File: src/rtl/eag_pkg.sv
// constants and types shared by the effective address generator
package eag_pkg;
	// address mode field codes
	localparam logic [1:0] EAG_AM_DIRECT = 2'h0;
	localparam logic [1:0] EAG_AM_POSTINC = 2'h1;
	localparam logic [1:0] EAG_AM_DISP = 2'h2;
	localparam logic [1:0] EAG_AM_INDIRECT = 2'h3;
	// field positions, lsb of each field in the 16-bit instruction word
	localparam int EAG_SHORT_RB_LSB = 6;
	localparam int EAG_SHORT_AM_LSB = 4;
	localparam int EAG_LONG_RB_LSB = 8;
	localparam int EAG_SS_AM1_LSB = 4;
	localparam int EAG_SS_AM2_LSB = 2;
	localparam int EAG_SS_RB2_LSB = 6;
	localparam int EAG_RS_REG_LSB = 8;
	localparam int EAG_BSA_RB_LSB = 5;
	localparam int EAG_BSA_IND_BIT = 4;
	localparam int EAG_DISP1_LSB = 8;
	// increment for control-block pointers and the size of one word in bytes
	localparam logic [15:0] EAG_CTL_BLOCK_INC = 16'h0002;
	localparam logic [15:0] EAG_WORD_BYTES = 16'h0002;
	// reset values
	localparam logic [15:0] EAG_RST_WORD = 16'h0000;
	localparam logic [1:0] EAG_RST_LEN = 2'h1;
	// instruction address-argument formats
	typedef enum logic [2:0] {
		EAG_FMT_SHORT,
		EAG_FMT_LONG,
		EAG_FMT_SS,
		EAG_FMT_RS,
		EAG_FMT_BSA
	} eag_fmt_type;
endpackage : eag_pkg

File: src/rtl/eag_regfile.sv
// general register file: one write port, one registered read port
`timescale 1ns/1ns
`default_nettype none
module eag_regfile #(
	parameter int NREGS = 8,
	parameter int WIDTH = 16
) (
	input wire logic i_clk,
	input wire logic i_rst_n,
	input wire logic i_we,
	input wire logic [$clog2(NREGS)-1:0] i_wsel,
	input wire logic [WIDTH-1:0] i_wdata,
	input wire logic [$clog2(NREGS)-1:0] i_rsel,
	output logic [WIDTH-1:0] o_rdata
);
	logic [WIDTH-1:0] mem_q [NREGS];

	// storage cells, cleared on reset so base registers start defined
	generate
		for (genvar g = 0; g < NREGS; g++) begin : g_cell
			always_ff @(posedge i_clk or negedge i_rst_n) begin
				if (!i_rst_n) begin
					mem_q[g] <= '0;
				end else if (i_we && i_wsel == g) begin
					mem_q[g] <= i_wdata;
				end
			end
		end
	endgenerate

	// read data one cycle after the select; a same-cycle write is not seen
	always_ff @(posedge i_clk or negedge i_rst_n) begin
		if (!i_rst_n) begin
			o_rdata <= '0;
		end else begin
			o_rdata <= mem_q[i_rsel];
		end
	end
endmodule : eag_regfile
`default_nettype wire

File: src/rtl/eag_top.sv
// effective address generator: address arguments, base updates, indirection
//
// Function
// - mode 00 uses base register contents as address, register unchanged.
// - mode 01 uses base register, then adds operand byte size to it.
// - mode 01 on a control-block pointer adds exactly two.
// - register-to-storage, same register: increment precedes operand read.
// - storage-to-storage, same register, both 01: increment before and after operand 2.
// - same register, first 01, second not: increment before second address.
// - mode 10 fetches appended word; base zero makes it the address.
// - mode 10 with nonzero base adds base register to appended word.
// - mode 11 base zero reads storage at even appended address.
// - mode 11 nonzero base splits word: upper byte first, lower second.
// - base plus second byte addresses storage; value plus first is address.
// - three-bit base 000 is register 0 in 00/01, none in 10/11.
// - storage-address format: base 000 uses field, else register plus field.
// - storage-address format bit 11 set makes the address indirect.
// - one-word instruction with mode 10 or 11 becomes two words.
// - two-word instruction with mode 10 or 11 becomes three words.
// - short argument has two-bit base for registers 0-3 and two-bit mode.
`timescale 1ns/1ns
`default_nettype none
module eag_top
	import eag_pkg::*;
(
	input wire logic i_clk,
	input wire logic i_arst_n,
	// request from the instruction sequencer
	input wire logic i_start,
	input wire eag_fmt_type i_fmt,
	input wire logic [15:0] i_instr,
	input wire logic [15:0] i_next_addr,
	input wire logic i_has_imm,
	input wire logic i_ctl_block,
	input wire logic [2:0] i_op_bytes,
	// general register load port, taken only while idle
	input wire logic i_gr_we,
	input wire logic [2:0] i_gr_sel,
	input wire logic [15:0] i_gr_wdata,
	// main storage read port
	input wire logic i_mem_ack,
	input wire logic [15:0] i_mem_rdata,
	output logic o_mem_req,
	output logic [15:0] o_mem_addr,
	// results
	output logic o_busy,
	output logic o_done,
	output logic [15:0] o_ea1,
	output logic [15:0] o_ea2,
	output logic [15:0] o_reg_operand,
	output logic [15:0] o_imm,
	output logic [1:0] o_len,
	output logic [15:0] o_next_addr
);
	typedef enum logic [3:0] {
		S_IDLE,
		S_ARG,
		S_APP,
		S_RD,
		S_RDW,
		S_CALC,
		S_IND,
		S_NEXT,
		S_OPR,
		S_OPRW,
		S_IMM,
		S_DONE
	} eag_state_type;

	// base register select of an argument; 3 bits, short forms zero-extended
	function automatic logic [2:0] arg_base(input eag_fmt_type f, input logic a,
			input logic [15:0] w);
		logic [2:0] r;
		r = 3'h0;
		unique case (f)
			EAG_FMT_SHORT, EAG_FMT_RS: r = {1'b0, w[EAG_SHORT_RB_LSB +: 2]};
			EAG_FMT_LONG: r = w[EAG_LONG_RB_LSB +: 3];
			EAG_FMT_SS: r = a ? {1'b0, w[EAG_SS_RB2_LSB +: 2]} : w[EAG_LONG_RB_LSB +: 3];
			EAG_FMT_BSA: r = w[EAG_BSA_RB_LSB +: 3];
		endcase
		return r;
	endfunction : arg_base

	// address mode of an argument; the storage-address format acts as mode 10
	function automatic logic [1:0] arg_mode(input eag_fmt_type f, input logic a,
			input logic [15:0] w);
		logic [1:0] m;
		m = EAG_AM_DIRECT;
		unique case (f)
			EAG_FMT_SHORT, EAG_FMT_RS, EAG_FMT_LONG: m = w[EAG_SHORT_AM_LSB +: 2];
			EAG_FMT_SS: m = a ? w[EAG_SS_AM2_LSB +: 2] : w[EAG_SS_AM1_LSB +: 2];
			EAG_FMT_BSA: m = EAG_AM_DISP;
		endcase
		return m;
	endfunction : arg_mode

	logic rst1_q;
	logic rst_n_q;
	eag_state_type state_q;
	eag_fmt_type fmt_q;
	logic [15:0] instr_q;
	logic has_imm_q;
	logic ctl_q;
	logic [2:0] bytes_q;
	logic arg_q;
	logic [15:0] pc_q;
	logic [15:0] app_q;
	logic [15:0] base_q;
	logic [15:0] ea_q;
	logic ind_add_q;
	logic [1:0] len_q;
	logic rf_we;
	logic [2:0] rf_wsel;
	logic [15:0] rf_wdata;
	logic [2:0] rf_rsel;
	logic [15:0] rf_rdata;
	logic [2:0] cur_rb;
	logic [1:0] cur_am;
	logic [15:0] inc;
	logic more_arg;

	// reset release passes two flops so every flop leaves reset together
	always_ff @(posedge i_clk or negedge i_arst_n) begin
		if (!i_arst_n) begin
			rst1_q <= 1'b0;
			rst_n_q <= 1'b0;
		end else begin
			rst1_q <= 1'b1;
			rst_n_q <= rst1_q;
		end
	end

	// decode of the argument now being worked on
	assign cur_rb = arg_base(fmt_q, arg_q, instr_q);
	assign cur_am = arg_mode(fmt_q, arg_q, instr_q);
	// control blocks step by two whatever their size
	assign inc = ctl_q ? EAG_CTL_BLOCK_INC : {13'h0000, bytes_q};
	assign more_arg = (fmt_q == EAG_FMT_SS) && !arg_q;

	// register file ports: the generator owns the write port while busy
	always_comb begin
		if (state_q == S_CALC && cur_am == EAG_AM_POSTINC) begin
			rf_we = 1'b1;
			rf_wsel = cur_rb;
			// carry out of bit 15 is dropped
			rf_wdata = base_q + inc;
		end else begin
			rf_we = (state_q == S_IDLE) && i_gr_we;
			rf_wsel = i_gr_sel;
			rf_wdata = i_gr_wdata;
		end
		rf_rsel = (state_q == S_OPR) ? instr_q[EAG_RS_REG_LSB +: 3] : cur_rb;
	end

	eag_regfile #(
		.NREGS(8),
		.WIDTH(16)
	) u_regs (
		.i_clk(i_clk),
		.i_rst_n(rst_n_q),
		.i_we(rf_we),
		.i_wsel(rf_wsel),
		.i_wdata(rf_wdata),
		.i_rsel(rf_rsel),
		.o_rdata(rf_rdata)
	);

	// request capture; inputs are held only in the start cycle
	always_ff @(posedge i_clk or negedge rst_n_q) begin
		if (!rst_n_q) begin
			fmt_q <= EAG_FMT_SHORT;
			instr_q <= EAG_RST_WORD;
			has_imm_q <= 1'b0;
			ctl_q <= 1'b0;
			bytes_q <= 3'h0;
		end else if (state_q == S_IDLE && i_start) begin
			fmt_q <= i_fmt;
			instr_q <= i_instr;
			has_imm_q <= i_has_imm;
			ctl_q <= i_ctl_block;
			bytes_q <= i_op_bytes;
		end
	end

	// sequencer: arguments are handled in order, so each base update is
	// visible to every later read of the same register
	always_ff @(posedge i_clk or negedge rst_n_q) begin
		if (!rst_n_q) begin
			state_q <= S_IDLE;
			arg_q <= 1'b0;
		end else begin
			unique case (state_q)
				S_IDLE: if (i_start) begin
					state_q <= S_ARG;
					arg_q <= 1'h0;
				end
				// modes 10 and 11 bring an appended word
				S_ARG: state_q <= cur_am[1] ? S_APP : S_RD;
				// storage may stall, so every storage step waits for its acknowledge
				S_APP: state_q <= i_mem_ack ? S_RD : S_APP;
				S_RD: state_q <= S_RDW;
				S_RDW: state_q <= S_CALC;
				S_CALC: begin
					if (cur_am == EAG_AM_INDIRECT) begin
						state_q <= S_IND;
					end else if (fmt_q == EAG_FMT_BSA && instr_q[EAG_BSA_IND_BIT]) begin
						state_q <= S_IND;
					end else begin
						state_q <= S_NEXT;
					end
				end
				S_IND: state_q <= i_mem_ack ? S_NEXT : S_IND;
				S_NEXT: begin
					if (more_arg) begin
						// second argument rereads the base after any increment
						state_q <= S_ARG;
						arg_q <= 1'b1;
					end else if (fmt_q == EAG_FMT_RS) begin
						state_q <= S_OPR;
					end else if (has_imm_q) begin
						state_q <= S_IMM;
					end else begin
						state_q <= S_DONE;
					end
				end
				S_OPR: state_q <= S_OPRW;
				S_OPRW: state_q <= has_imm_q ? S_IMM : S_DONE;
				S_IMM: state_q <= i_mem_ack ? S_DONE : S_IMM;
				S_DONE: state_q <= S_IDLE;
			endcase
		end
	end

	// fetch pointer and instruction length in words
	always_ff @(posedge i_clk or negedge rst_n_q) begin
		if (!rst_n_q) begin
			pc_q <= EAG_RST_WORD;
			len_q <= EAG_RST_LEN;
		end else if (state_q == S_IDLE && i_start) begin
			pc_q <= i_next_addr;
			len_q <= EAG_RST_LEN;
		end else if ((state_q == S_APP || state_q == S_IMM) && i_mem_ack) begin
			// appended words come first, the immediate word after them
			pc_q <= pc_q + EAG_WORD_BYTES;
			len_q <= len_q + 2'h1;
		end
	end

	// appended word and base register value of the current argument
	always_ff @(posedge i_clk or negedge rst_n_q) begin
		if (!rst_n_q) begin
			app_q <= EAG_RST_WORD;
			base_q <= EAG_RST_WORD;
		end else begin
			if (state_q == S_APP && i_mem_ack) begin
				app_q <= i_mem_rdata;
			end
			if (state_q == S_RDW) begin
				base_q <= rf_rdata;
			end
		end
	end

	// effective address of the current argument
	always_ff @(posedge i_clk or negedge rst_n_q) begin
		if (!rst_n_q) begin
			ea_q <= EAG_RST_WORD;
			ind_add_q <= 1'b0;
		end else if (state_q == S_CALC) begin
			ind_add_q <= 1'b0;
			unique case (cur_am)
				EAG_AM_DIRECT, EAG_AM_POSTINC: ea_q <= base_q;
				EAG_AM_DISP: begin
					// base 000 selects no register in modes 10 and 11
					if (cur_rb == 3'h0) begin
						ea_q <= app_q;
					end else begin
						ea_q <= base_q + app_q;
					end
				end
				EAG_AM_INDIRECT: begin
					if (cur_rb == 3'h0) begin
						ea_q <= {app_q[15:1], 1'b0};
					end else begin
						// second displacement is the low byte, unsigned
						ea_q <= base_q + {8'h00, app_q[7:0]};
						ind_add_q <= 1'b1;
					end
				end
			endcase
		end else if (state_q == S_IND && i_mem_ack) begin
			if (ind_add_q) begin
				ea_q <= i_mem_rdata + {8'h00, app_q[EAG_DISP1_LSB +: 8]};
			end else begin
				ea_q <= i_mem_rdata;
			end
		end
	end

	// storage requests stand until the acknowledge cycle
	always_ff @(posedge i_clk or negedge rst_n_q) begin
		if (!rst_n_q) begin
			o_mem_req <= 1'b0;
			o_mem_addr <= EAG_RST_WORD;
		end else if (o_mem_req) begin
			if (i_mem_ack) begin
				o_mem_req <= 1'b0;
			end
		end else if (state_q == S_ARG && cur_am[1]) begin
			o_mem_req <= 1'b1;
			o_mem_addr <= pc_q;
		end else if (state_q == S_NEXT && !more_arg && fmt_q != EAG_FMT_RS && has_imm_q) begin
			o_mem_req <= 1'b1;
			o_mem_addr <= pc_q;
		end else if (state_q == S_OPRW && has_imm_q) begin
			o_mem_req <= 1'b1;
			o_mem_addr <= pc_q;
		end else if (state_q == S_CALC && cur_am == EAG_AM_INDIRECT) begin
			o_mem_req <= 1'b1;
			// same value the address register takes in this cycle
			o_mem_addr <= (cur_rb == 3'h0) ? {app_q[15:1], 1'b0} : base_q + {8'h00, app_q[7:0]};
		end else if (state_q == S_CALC && fmt_q == EAG_FMT_BSA && instr_q[EAG_BSA_IND_BIT]) begin
			o_mem_req <= 1'b1;
			o_mem_addr <= (cur_rb == 3'h0) ? app_q : base_q + app_q;
		end
	end

	// result outputs
	always_ff @(posedge i_clk or negedge rst_n_q) begin
		if (!rst_n_q) begin
			o_ea1 <= EAG_RST_WORD;
			o_ea2 <= EAG_RST_WORD;
			o_reg_operand <= EAG_RST_WORD;
			o_imm <= EAG_RST_WORD;
		end else begin
			if (state_q == S_NEXT && !arg_q) begin
				o_ea1 <= ea_q;
			end
			if (state_q == S_NEXT && arg_q) begin
				o_ea2 <= ea_q;
			end
			if (state_q == S_OPRW) begin
				// read after the base write, so an aliased register is stepped
				o_reg_operand <= rf_rdata;
			end
			if (state_q == S_IMM && i_mem_ack) begin
				o_imm <= i_mem_rdata;
			end
		end
	end

	// status outputs
	always_ff @(posedge i_clk or negedge rst_n_q) begin
		if (!rst_n_q) begin
			o_busy <= 1'b0;
			o_done <= 1'b0;
			o_len <= EAG_RST_LEN;
			o_next_addr <= EAG_RST_WORD;
		end else begin
			o_busy <= (state_q == S_IDLE) ? i_start : (state_q != S_DONE);
			o_done <= (state_q == S_DONE);
			if (state_q == S_DONE) begin
				o_len <= len_q;
				o_next_addr <= pc_q;
			end
		end
	end
endmodule : eag_top
`default_nettype wire

File: config.mk
export PLATFORM = sky130hd
export DESIGN_NAME = eag_top
export DESIGN_NICKNAME = d
export VERILOG_FILES = /design/src/rtl/eag_pkg.sv /design/src/rtl/eag_regfile.sv /design/src/rtl/eag_top.sv
export SDC_FILE = /design/constraint.sdc
export NUM_CORES = 1
export LEC_CHECK = 0
export BUFFER_PORTS_ARGS = -buffer_cell sky130_fd_sc_hd__buf_4
export CAP_MARGIN = 20
export CELL_PAD_IN_SITES_DETAIL_PLACEMENT = 1
export CELL_PAD_IN_SITES_GLOBAL_PLACEMENT = 1
export CORE_ASPECT_RATIO = 1.5
export CORE_MARGIN = 2
export CORE_UTILIZATION = 47
export CTS_CLUSTER_SIZE = 24
export DETAILED_ROUTE_END_ITERATION = 16
export GPL_TIMING_DRIVEN = 0
export PLACE_DENSITY = 0.85
export SYNTH_ARGS = -nofsm -noshare
export SYNTH_HDL_FRONTEND = slang
export SYNTH_SLANG_ARGS = --single-unit
File: constraint.sdc
create_clock -name i_clk -period 12.58 [get_ports i_clk]
set_input_delay 1.887 -clock i_clk [delete_from_list [all_inputs] [get_ports i_clk]]
set_output_delay 1.887 -clock i_clk [all_outputs]
set_load 0.02 [all_outputs]
Yosys cells after proc, flatten, opt, wreduce, memory -nomap -nowiden:

Index checks and enable logic that the tools add are counted.

* input bits: 80
* output and inout port bits: 101
* bits in registers: 338
* word-level logic and storage cells: 167

* multiplexer cells: 51
* $add $sub $neg: 6
* magnitude comparators: 1
* equality and inequality tests: 29
* reduce and logical (&&, ||, !) cells: 44
* bitwise operators: 2

Operator list (count)
* $mux 16: 15
* $bmux 16 s3: 1
* $pmux 16 s3: 1
* $pmux 4 s12: 1
* $add 16x8->16: 2
* $logic_and 1x1->1: 27
* $mux 1: 20
* $add 16x16->16: 1
* $add 16x2->16 const B: 1
* $add 16x3->16: 1
* $eq 4x3->1 const B: 4
* $eq 4x4->1 const B: 4
* $eq 3x3->1 const B: 5
* $eq 3x2->1 const B: 4
* $mux 3: 4
* $pmux 3 s4: 1
* $logic_not 3->1: 3
* $eq 4x2->1 const B: 2
* $mux 2: 4
* $mux 4: 2
* $eq 3x1->1 const B: 2
* $pmux 2 s3: 1
* $reduce_bool 2->1: 3
* $reduce_bool 5->1: 1
* other kinds (19): 23

Logic depth before layout (Yosys ltp):

* depth in word-level cells: 10
* mapped depth: 12
* depth with buffers taken out: 11

Modules after synthesis:

From an unflattened synthesis, not the netlist that was laid out.

* cells, all modules: 1379
* area total of the unflattened synthesis: 16905.0 um^2

By module, submodules not included
* eag_top: sequential area each 4807.1 um^2, area each 10571.4 um^2, times used 1, cells each 1027
* eag_regfile: sequential area each 3603.5 um^2, area each 6333.6 um^2, times used 1, cells each 352

Worst setup path after synthesis:

OpenSTA, ideal clock, no wires.

* path kind: input -> register
* start: in i_mem_rdata[0]
* end: reg ea_q[14]
* slack: 8732 ps
* data required time: 12451 ps
* data arrival time: 3720 ps
* cell stages on the path: 11
* buffers on the path: 0
* library setup time: 129 ps
* cell sequence: ha_1 -> inv_1 -> fa_1 -> nor2b_1 -> o21ai_0 -> a21oi_1 -> o41ai_1 -> nor3b_1 -> xor2_1 -> a211oi_1 -> nand3_1

* word-level cells in the longest chain between the ends: 4

Ends and longest elaborated chain
* start: declaration: line eag_top.sv:42 `input wire logic [15:0] i_mem_rdata,`
* $add 16x8->16: line eag_top.sv:293 `ea_q <= i_mem_rdata + {8'h00, app_q[EAG_DISP1_LSB +: 8]};`
* $mux 16: line eag_top.sv:292 `if (ind_add_q) begin`
* $mux 16: line eag_top.sv:291 `end else if (state_q == S_IND && i_mem_ack) begin`
* $mux 16: line eag_top.sv:269 `end else if (state_q == S_CALC) begin`
* end signal: assignment: line eag_top.sv:272 `EAG_AM_DIRECT, EAG_AM_POSTINC: ea_q <= base_q;`
* end signal: assignment: line eag_top.sv:293
* end signal: assignment: line eag_top.sv:295 `ea_q <= i_mem_rdata;`
* end: declaration: line eag_top.sv:109 `logic [15:0] ea_q;`

Every way passes these cells. The select of a mux whose other input is x is not followed.
A chain may end at the register's enable or synchronous reset.

Final worst setup path:

* start: in i_mem_rdata[0]
* end: reg ea_q[12]

Same word-level chain as after synthesis.

==> impl_metrics.env <==
export IMPL_outcome="completed"
export IMPL_stdcell_count=2380
export IMPL_slowest_delay_ns=0.62
export IMPL_report_final_slew_viol_count=0
export IMPL_placeableCoreArea_mm2=0.0356
export IMPL_detail_route_wirelength_um=55500
export IMPL_power_total_uw=5740
export IMPL_numCtsBuffers=34
export IMPL_final_layout_size_suffix_gt1_share_pct=25.0
export IMPL_synth_seq_area_share_pct=49.8
export IMPL_die_outline_height_um=236
export IMPL_clock_fmax_ghz=0.257
export IMPL_route_met2_wl_um=30400
export IMPL_synth_most_common_cell="dfrtp_1"
export IMPL_drt_drc_violations_left=0
export IMPL_path_class="input port to register"
export IMPL_synthDistinctLibCells=79
export IMPL_post_cts_resized_instances=0
export IMPL_ioPinCount=181
export IMPL_syn_area_per_cell_um2=10.2
export IMPL_grt_pass1_vias=15400
export IMPL_fillCellCount=3952
export IMPL_largest_register="u_regs.mem_q"
export IMPL_initial_util_pct=47.4
export IMPL_cp_required_ns=13.02
export IMPL_critPathSlowestCell="o41ai_1"
export IMPL_first_pass_grt_wire_length_um=86300
export IMPL_crit_path_cell_trace="buf_4 > ha_1 > inv_1 > fa_1 > nor2b_1 > o21ai_0 > a21oi_1 > o41ai_1 > nor3_1 > xor2_1 > o221ai_1 > nor3_1"
export IMPL_pin_count_of_the_biggest_net_entering_global_routing=73
export IMPL_ys_top_cells_by_area="dfrtp_1 (49%), mux2_2 (13%), nand2_1 (7.3%)"
export IMPL_mappedNetlistArea_mm2=0.0169
export IMPL_worst_setup_hold_path_clk_slew_ns=0.06
export IMPL_drv_cap=0
export IMPL_synth_yosys_warnings=0
export IMPL_total_number_of_vias=13800
export IMPL_die_area_mm2=0.0375
export IMPL_timing_final_setup_violations=0
export IMPL_power_ir_vdd_worst_mv=0.128
export IMPL_clk_latency_ns=0.55
export IMPL_port_buffers=173
export IMPL_postSynthRegisterBits=336
export IMPL_antenna_found_initial=0
export IMPL_synthArstFlopShare_pct=100
export IMPL_dr_first_iter_drc_count=735
export IMPL_die_width_um=159
export IMPL_setup_ws_ns=8.69
export IMPL_detailroute_wirelength_met3_um=2040
export IMPL_overflow=0
export IMPL_netlist_top_cells_count="dfrtp_1 (334), nand2_1 (328), mux2_2 (190), nand3_1 (104), o21ai_0 (102)"
export IMPL_areaGrowthSynthToFinish_pct=19.5
export IMPL_post_drt_wl_per_cell_um=23.3
export IMPL_largest_register_ff_count=128
export IMPL_cellPowerDensity_mw_per_mm2=284
export IMPL_row_count=85
export IMPL_cts_setup_buffers=0
export IMPL_placed_cells=2317
export IMPL_numClockSinks=336
export IMPL_routed_top_layer="met4"
export IMPL_antennaDiodeCount=0
export IMPL_synth_top_flop_cell="dfrtp_1"
export IMPL_gpl_final_weighted_congestion=0.955
export IMPL_timing_critical_path_max_delay_family="compound AO/OA/AOI/OAI gates"
export IMPL_yosysTopAreaCell="dfrtp_1"
export IMPL_finalNetCount=1989
export IMPL_drtAntennaViolNets=0
export IMPL_timing_hold_violations_final=0
export IMPL_critPathCaptureType="register"
export IMPL_net_count_of_the_mapped_netlist=1773
export IMPL_worst_ep_arrival_time_ns=4.33
export IMPL_global_route_usage_total_pct=29.6
export IMPL_worst_setup_path_start_kind="input port"
export IMPL_worst_path_buf_inv=2
export IMPL_via_density_per_instance=5.81
export IMPL_synth_top_cell_area_share_pct=49.5
export IMPL_slew_worst_pin_ns=0.960
export IMPL_post_synth_inst_count=1660
export IMPL_hold_buffers=0
export IMPL_clk_path_buf_depth=3
export IMPL_place_ws_ns=8.18
export IMPL_synth_edf_count=0
export IMPL_clk_root_buffer_cell="clkbuf_16"
export IMPL_finalClockSkew_ns=0.0261
export IMPL_timing_critical_path_mode_cell="nor3_1"
export IMPL_htree_levels=2
export IMPL_max_slew_margin_rel_pct=35.5
export IMPL_dp_final_hpwl_um=42500
export IMPL_post_route_min_period_ns=3.89
export IMPL_wl_met1_um=19100
export IMPL_drt_first_pass_iters=5
export IMPL_unrepaired_setup_endpoints_after_global_routing="no"
export IMPL_post_route_period_util_pct=30.9
export IMPL_worst_path_max_fanout=5
export IMPL_tritoncts="built"
export IMPL_hold_path_class="register to asynchronous set/reset pin"
export IMPL_power_static_leakage_uw=0.00940
## worst paths after layout
check	start	end	slack, ns	cells past startpoint
worst max-delay path	i_mem_rdata[0]	ea_q[12]	8.69	12
worst min-delay path	rst_n_q	u_regs.mem_q[16]	0.24	0
worst max register to register	state_q[3]	u_regs.mem_q[77]	8.84	10
worst min register to register	rst_n_q	u_regs.mem_q[16]	0.24	0
max in group asynchronous	rst_n_q	o_ea1[11]	10.84	4
min in group i_clk	rst1_q	rst_n_q	0.35	0
## cells in the final DEF (no fill, tap or decap), drive strengths merged, types with 4 or more instances in the layout
cell type	count
o211ai	10
nand3	104
o22ai	4
clkbuf	114
nor2b	12
nor3	12
inv	23
mux2	206
bufinv	6
nand2b	8
o21ai	115
a211o	4
and2	7
xor2	27
mux2i	25
nand2	329
clkinv	6
a21oi	62
o21a	5
dfrtp	334
a31oi	6
buf	209
a22oi	4
a21o	12
nor2	82
nand4	10
o31ai	5
or3	5
xnor2	33
a211oi	19
ha	30
and3	8
nor3b	9
## metal layers
layer,vias to the layer above,track usage (%)
met5,-,0
met4,0,19.2
met3,186,3.62
met2,430,57.0
met1,6998,29.7
li1,6218,-
## worst reg2reg max path: stages, from the launching register on
cell	delay [ns]
dfrtp_1	0.40
inv_1	0.10
ha_1	0.19
clkbuf_1	0.35
and2_1	0.19
buf_2	0.22
nand3_1	0.45
o22a_1	0.48
nor3_4	0.63
buf_6	0.26
mux2_1	0.33
## metrics by stage
stage / hold slack (ns) / setup TNS, ns / cell area (µm²) / util [%]
4_1_cts: 0.263 / 0 / 20200 / 56.6
3_3_place_gp: 0.338 / -292.62 / 18800 / 52.7
5_1_grt: 0.282 / 0 / 20200 / 56.6
3_5_place_dp: 0.259 / 0 / 18900 / 53.2
6_report: 0.243 / 0 / 20200 / 56.6
2_1_floorplan: 0.331 / 0 / 16900 / -
## report_power, final
part	internal [µW]	total [µW]	switching, µW
Combinational	1020	2650	1630
Clock	668	1120	453
Sequential	1550	1970	422
## layout make-up
type / count / area, µm² / share of cell area (%)
clock buffers: 44 / 958 / 4.75
well taps: 478 / 598 / 2.96
plain buffers: 99 / 440 / 2.18
flip-flops and latches: 336 / 8410 / 41.7
inverters: 20 / 75.1 / 0.372
multi-input cells: 1205 / 7960 / 39.4
repair buffers: 180 / 1460 / 7.25
clock inverters: 18 / 270 / 1.34
## cells by family after synthesis
| family | after synthesis | synth area share, % |
|---|---|---|
| AND/OR/NAND/NOR | 600 | 15.7 |
| flip-flops | 336 | 49.8 |
| multiplexers | 231 | 15.4 |
| XOR/XNOR | 60 | 3.11 |
| AO/OA/AOI/OAI | 280 | 10.3 |
| buffers and inverters | 119 | 3.05 |
| adder cells (fa/ha/maj) | 33 | 2.58 |
| other | 1 | 0.0222 |
No activity file was read; power rests on OpenSTA's default activity.
